## src/core/pct_pkg.sv

```systemverilog
// Purpose: constants for the pin continuity test block
// Assumes: 50 MHz clk
// Notes: timing counts derived from printed times
package pct_pkg;
   localparam int PCT_CLK_PERIOD_NS = 20;
   localparam int PCT_ENABLE_NS = 200;
   localparam int PCT_VALID_NS = 200;
   // least time rounds up, longest time rounds down
   localparam int PCT_ENABLE_CYC = (PCT_ENABLE_NS + PCT_CLK_PERIOD_NS - 1) / PCT_CLK_PERIOD_NS;
   localparam int PCT_VALID_CYC = PCT_VALID_NS / PCT_CLK_PERIOD_NS;
   localparam int PCT_CNT_W = 4;
   localparam int PCT_NUM_MINTERM = 10;
   localparam int PCT_NUM_DQ = 16;
   localparam int PCT_NUM_STROBE = 3;
   localparam logic [PCT_CNT_W-1:0] PCT_CNT_RESET = 4'h0;
   localparam logic [PCT_NUM_DQ-1:0] PCT_DQ_RESET = 16'h0000;
   localparam logic [PCT_NUM_STROBE-1:0] PCT_STROBE_RESET = 3'h0;
   localparam logic PCT_DENSITY_X16 = 1'b1;
endpackage : pct_pkg

```

## src/core/pct_continuity.sv

```systemverilog
// Purpose: x16 parallel pin continuity test logic
// Assumes: pins sampled by two flip-flops on clk; 50 MHz
// Notes: outputs are registered; latency stays inside the valid time
`timescale 1ns/10ps
`default_nettype none
module pct_continuity
   import pct_pkg::*;
(
   input wire logic clk,
   input wire logic rstn,
   input wire logic test_enable_pin,
   input wire logic cs_n,
   input wire logic [1:0] ba,
   input wire logic [1:0] bg,
   input wire logic [17:0] addr,
   input wire logic reset_n_pin,
   input wire logic cke,
   input wire logic act_n,
   input wire logic odt,
   input wire logic ck_t,
   input wire logic ck_c,
   input wire logic ldm_n,
   input wire logic udm_n,
   input wire logic par,
   input wire logic alert_n_in,
   output logic [PCT_NUM_DQ-1:0] dq_out,
   output logic [PCT_NUM_DQ-1:0] dq_oe,
   output logic dqsu_out,
   output logic dqsl_t_out,
   output logic dqsl_c_out,
   output logic dqs_oe,
   output logic pin_continuity_mode,
   output logic odt_disable,
   output logic refresh_hold,
   output logic state_invalid
);
   localparam int IN_W = 34;
   // the synchroniser and the mode flop use three of the enable cycles
   localparam logic [PCT_CNT_W-1:0] ENTRY_LAST = PCT_CNT_W'(PCT_ENABLE_CYC - 3);
   logic [IN_W-1:0] raw;
   logic [IN_W-1:0] sync1;
   logic [IN_W-1:0] sync2;
   logic [PCT_CNT_W-1:0] entry_cnt;
   logic [PCT_NUM_MINTERM-1:0] mt;
   logic [PCT_NUM_DQ-1:0] next_dq;
   logic [PCT_NUM_STROBE-1:0] next_strobe;
   logic ten_s;
   logic cs_s;
   logic par_s;
   logic alert_s;
   logic cke_s;
   logic act_s;
   logic odt_s;
   logic ckt_s;
   logic ckc_s;
   logic ldm_s;
   logic udm_s;
   logic rst_s;
   logic [1:0] ba_s;
   logic [1:0] bg_s;
   logic [17:0] a_s;
   logic active;

   assign raw = {test_enable_pin,
                 cs_n,
                 ba,
                 bg,
                 addr,
                 reset_n_pin,
                 cke,
                 act_n,
                 odt,
                 ck_t,
                 ck_c,
                 ldm_n,
                 udm_n,
                 par,
                 alert_n_in};
   assign {ten_s, cs_s, ba_s, bg_s, a_s, rst_s, cke_s, act_s, odt_s,
           ckt_s, ckc_s, ldm_s, udm_s, par_s, alert_s} = sync2;

   // two stage synchroniser on every pin
   always_ff @(posedge clk or negedge rstn) begin
      if (!rstn) begin
         sync1 <= '0;
         sync2 <= '0;
      end else begin
         sync1 <= raw;
         sync2 <= sync1;
      end
   end

   // entry counter; saturates at the last count while enable stays high
   always_ff @(posedge clk or negedge rstn) begin
      if (!rstn) begin
         entry_cnt <= PCT_CNT_RESET;
      end else if (!ten_s) begin
         entry_cnt <= PCT_CNT_RESET;
      end else if (entry_cnt < ENTRY_LAST) begin
         entry_cnt <= entry_cnt + 4'h1;
      end
   end

   // mode reported once the enable delay has elapsed
   always_ff @(posedge clk or negedge rstn) begin
      if (!rstn) begin
         pin_continuity_mode <= 1'b0;
      end else if (!ten_s) begin
         pin_continuity_mode <= 1'b0;
      end else if (entry_cnt >= ENTRY_LAST) begin
         pin_continuity_mode <= 1'b1;
      end
   end

   // test logic runs as soon as enable is seen; clock pins are data only
   assign active = ten_s;

   // ten xor terms over the synchronised test inputs
   always_comb begin
      mt[0] = a_s[1] ^ a_s[6] ^ par_s;
      mt[1] = a_s[8] ^ alert_s ^ a_s[9];
      mt[2] = a_s[2] ^ a_s[5] ^ a_s[15];
      mt[3] = a_s[0] ^ a_s[7] ^ a_s[11];
      mt[4] = ckc_s ^ odt_s ^ a_s[15];
      mt[5] = cke_s ^ a_s[16] ^ a_s[10];
      mt[6] = act_s ^ a_s[4] ^ ba_s[1];
      // x16 wiring: the upper mask takes the place of the second group bit
      mt[7] = (PCT_DENSITY_X16 ? udm_s : bg_s[1]) ^ ldm_s ^ ckt_s;
      mt[8] = a_s[14] ^ a_s[12] ^ ba_s[0];
      mt[9] = bg_s[0] ^ a_s[3] ^ (rst_s & ten_s);
   end

   // each even bit carries a term and the odd bit above it the inverse
   genvar g;
   generate
      for (g = 0; g < 6; g++) begin : g_pair
         assign next_dq[2*g] = mt[g];
         assign next_dq[2*g+1] = ~mt[g];
      end
   endgenerate
   // the upper data bits do not follow the simple pairing
   assign next_dq[12] = mt[6];
   assign next_dq[13] = mt[7];
   assign next_dq[14] = mt[8];
   assign next_dq[15] = ~mt[8];
   // {dqsu, dqsl_t, dqsl_c}
   assign next_strobe = {~mt[9], mt[9], ~mt[9]};

   // data outputs fall back to zero while the synchronised enable is low
   always_ff @(posedge clk or negedge rstn) begin
      if (!rstn) begin
         dq_out <= PCT_DQ_RESET;
      end else begin
         dq_out <= active ? next_dq : PCT_DQ_RESET;
      end
   end

   always_ff @(posedge clk or negedge rstn) begin
      if (!rstn) begin
         {dqsu_out, dqsl_t_out, dqsl_c_out} <= PCT_STROBE_RESET;
      end else begin
         {dqsu_out, dqsl_t_out, dqsl_c_out} <= active ? next_strobe : PCT_STROBE_RESET;
      end
   end

   // drivers enabled only while selected and the synchronised enable is high
   always_ff @(posedge clk or negedge rstn) begin
      if (!rstn) begin
         dq_oe <= '0;
      end else begin
         dq_oe <= {PCT_NUM_DQ{active & ~cs_s}};
      end
   end

   always_ff @(posedge clk or negedge rstn) begin
      if (!rstn) begin
         dqs_oe <= 1'b0;
      end else begin
         dqs_oe <= active & ~cs_s;
      end
   end

   // termination forced off while the test logic runs
   always_ff @(posedge clk or negedge rstn) begin
      if (!rstn) begin
         odt_disable <= 1'b0;
      end else begin
         odt_disable <= active;
      end
   end

   // array refresh held off while the test logic runs
   always_ff @(posedge clk or negedge rstn) begin
      if (!rstn) begin
         refresh_hold <= 1'b0;
      end else begin
         refresh_hold <= active;
      end
   end

   // sticky until device reset: contents untrusted after any test entry
   always_ff @(posedge clk or negedge rstn) begin
      if (!rstn) begin
         state_invalid <= 1'b0;
      end else if (active) begin
         state_invalid <= 1'b1;
      end
   end
endmodule : pct_continuity
`default_nettype wire

```

## config.mk

```make
export PLATFORM = sky130hd
export DESIGN_NAME = pct_continuity
export DESIGN_NICKNAME = d
export VERILOG_FILES = /design/src/core/pct_pkg.sv /design/src/core/pct_continuity.sv
export SDC_FILE = /design/constraint.sdc
export NUM_CORES = 1
export LEC_CHECK = 0
export BUFFER_PORTS_ARGS = -buffer_cell sky130_fd_sc_hd__buf_2
export CORE_MARGIN = 3
export CORE_UTILIZATION = 55
export DETAILED_ROUTE_END_ITERATION = 10
export PLACE_DENSITY = 0.83
export SYNTH_ARGS = -nofsm -noshare
export SYNTH_HDL_FRONTEND = slang
export SYNTH_SLANG_ARGS = --single-unit
export TNS_END_PERCENT = 50
```

## constraint.sdc

```tcl
create_clock -name clk -period 1.7 [get_ports clk]
set_input_delay 0.085 -clock clk [delete_from_list [all_inputs] [get_ports clk]]
set_output_delay 0.085 -clock clk [all_outputs]
set_load 0.01 [all_outputs]
```

==> impl_metrics.tcl <==
set metrics [dict create \
    syn_avg_cell_area_um2 17.0 \
    critPathMaxFanout 4 \
    start_util_pct 58.4 \
    fp.coreArea_um2 4880 \
    drt_drc_violations_left 0 \
    cp_data_arrival_time_ps 1630 \
    pwr-share-seq_pct 55.6 \
    tns_ps 0 \
    synth_top_area_share_pct 77.2 \
    synth_ff_type "dfrtp_1" \
    ant_nets 0 \
    synthArstFlopShare_pct 100 \
    antennaDiodeCount 0 \
    yosysMostFrequentCell "dfrtp_1" \
    root_buffer "clkbuf_8" \
    synth_nets 205 \
    grt_remaining_overflow 0 \
    grt_max_degree 38 \
    wl_met3_um 251 \
    hpwl_mm 2.63 \
    cts_made_buffers 9 \
    synth_top_cells_by_area "dfrtp_1 (77%), mux2i_1 (6.3%), buf_4 (4.7%), xnor2_1 (2.5%), or2b_1 (2.1%)" \
    insertion_delay_ps 350 \
    endpoint_kind "register" \
    critical_path_required_ps 1960 \
    area_delta_synth_final_pct 29.7 \
    fin_worst_skew_ps 10.4 \
    fin_cells 338 \
    vdd.ir_drop.worst_uv 767 \
    start_kind "register" \
    clock_power_share_pct 35.6 \
    met1Wirelength_mm 1.77 \
    cts_sinks 88 \
    rsz0062_at_grt "false" \
    hold_viol_final 0 \
    die_y_um 78.0 \
    fmax_mhz 729 \
    first_pass_iters 4 \
    worstMarginPinSlew_ps 518 \
    dieArea_um2 6080 \
    nets 303 \
    switchingPower_w 0.000921 \
    grt_usage_pct 18.3 \
    period_needed_ps 1370 \
    place_congestion 0.697 \
    maxSlewViolCount 0 \
    io_buffers 72 \
    vias 1513 \
    wl_mm 4.80 \
    die_w_um 78.0 \
    relSlewSlack_pct 65.5 \
    cts_htree_levels 3 \
    fin_util_pct 75.8 \
    boundaryPins 76 \
    wl_per_cell_um 14.2 \
    clkTransAtPathRegs_ps 80 \
    r2r-start "entry_cnt[0]$_DFFE_PN0P_" \
    mappedNetlistArea_um2 2850 \
    synth_top_area_cell "dfrtp_1" \
    grt_antenna_before_repair 0 \
    drt-initial-drc-count 96 \
    via_per_inst 4.48 \
    pwr-share-comb_pct 8.8 \
    path_class "register to register" \
    power_density_nw_per_um2 1100 \
    setup_viol 0 \
    synthCells 168 \
    p_int_w 0.00316 \
    grt_pass1_vias 1606 \
    row_count 25 \
    yosysSeqAreaShare_pct 77.2 \
    status "finished clean" \
    crit_path_start "entry_cnt[0]$_DFFE_PN0P_" \
    dpl.cell_count 290 \
    layout-drive-gt1-share_pct 33.9 \
    synth_edf_count 0 \
    grt_pass1_wl_mm 8.05 \
    finalCritPeriodShare_pct 80.7 \
    cellLeakagePower_nw 1.88 \
    cts_tree "yes" \
    ctsResizeCount 0 \
    worstHoldPathType "primary input to asynchronous set/reset pin" \
    drv_cap 0 \
    ys_warn_count 0 \
    synth_cell_types 18 \
    routed.top_layer "met4" \
    swShare_pct 22.6 \
    clockBufferDepth 2 \
    wl_met2_mm 2.66 \
    synth_common_cells "dfrtp_1 (88), buf_4 (18), mux2i_1 (18)" \
    ys_ff_latch 88 \
]
## stage by stage
| stage | setup WS, ps | total power, W | hold slack [ps] | cell area, um^2 |
|---|---|---|---|---|
| 2_1_floorplan | 597 | 0.00247 | -211 | 2850 |
| 3_3_place_gp | 506 | 0.00259 | 44.3 | 3170 |
| 3_5_place_dp | 373 | 0.00261 | 50.6 | 3170 |
| 4_1_cts | 345 | 0.00409 | 213 | 3700 |
| 5_1_grt | 302 | 0.00426 | 242 | 3700 |
| 6_report | 328 | 0.00408 | 214 | 3700 |
## layout make-up
type | count | area (um^2)
well taps | 67 | 83.8
inverters | 1 | 3.75
clock buffers | 11 | 151
flip-flops and latches | 88 | 2200
clock inverters | 5 | 55.1
repair buffers | 107 | 718
fillers | 288 | 1180
multi-input cells | 59 | 484
## routing by layer
metal | up-vias | GRT usage [%]
met4 | 0 | 9.09
met3 | 14 | 5.10
met5 | - | 0
met1 | 738 | 21.0
li1 | 712 | -
met2 | 49 | 31.3
## placed cells by master (no fill, tap or decap), drive strengths merged
master / instances
clkbuf: 11
or2b: 8
nor2b: 4
a21oi: 1
inv: 1
a21boi: 1
buf: 75
or2: 1
ha: 1
xnor2: 8
dfrtp: 88
clkinv: 2
and4b: 1
o21a: 2
nand2b: 1
clkinvlp: 2
xnor3: 2
nand2: 11
mux2i: 18
dlygate4sd3: 32
bufinv: 1
## sequential cells by signal (all words and copies together) (netlist names)
register             count
sync1                   31
sync2                   31
dq_out                  16
entry_cnt                4
dq_oe                    1
dqsl_c_out               1
dqsl_t_out               1
odt_disable              1
pin_continuity_mode      1
state_invalid            1
## repair_timing
item / CTS / global route
buffers inserted: 0 / 0
endpoints found under the hold margin: 63 / 0
hold buffers: 32 / 0
## power by group through the flow
stage	Sequential, W	Clock [W]	Combinational [W]
final	0.00227	0.00145	0.000361
after global routing	0.00228	0.00158	0.000397
after CTS	0.00227	0.00146	0.000360
after detailed placement	0.00231	0	0.000303
after global placement	0.00230	0	0.000292
after floorplan	0.00232	0	0.000156
## worst max-delay path, stage by stage (launching register included)
cell	delay [ps]
dfrtp_1	410
ha_1	250
a21oi_1	370
mux2i_1	260
## worst paths after layout
kind                            slack (ps)  depth (start not counted)                       end
worst max-delay path                   330                          3  entry_cnt[1]$_DFFE_PN0P_
worst min-delay path                   210                          2       sync2[21]$_DFF_PN0_
worst max register to register         330                          3  entry_cnt[1]$_DFFE_PN0P_
worst min register to register         350                          0       sync2[25]$_DFF_PN0_
max in group asynchronous              900                          3       sync2[28]$_DFF_PN0_
min in group clk                       350                          0       sync2[25]$_DFF_PN0_
## logic make-up after synthesis
family	after synthesis	share of synthesized area [%]
buffers and inverters	21	5.79
adder cells (fa/ha/maj)	1	0.439
AND/OR/NAND/NOR	26	5.22
AO/OA/AOI/OAI	4	0.965
XOR/XNOR	10	4.04
flip-flops	88	77.2
multiplexers	18	6.32
(Power assumes the default switching activity.)
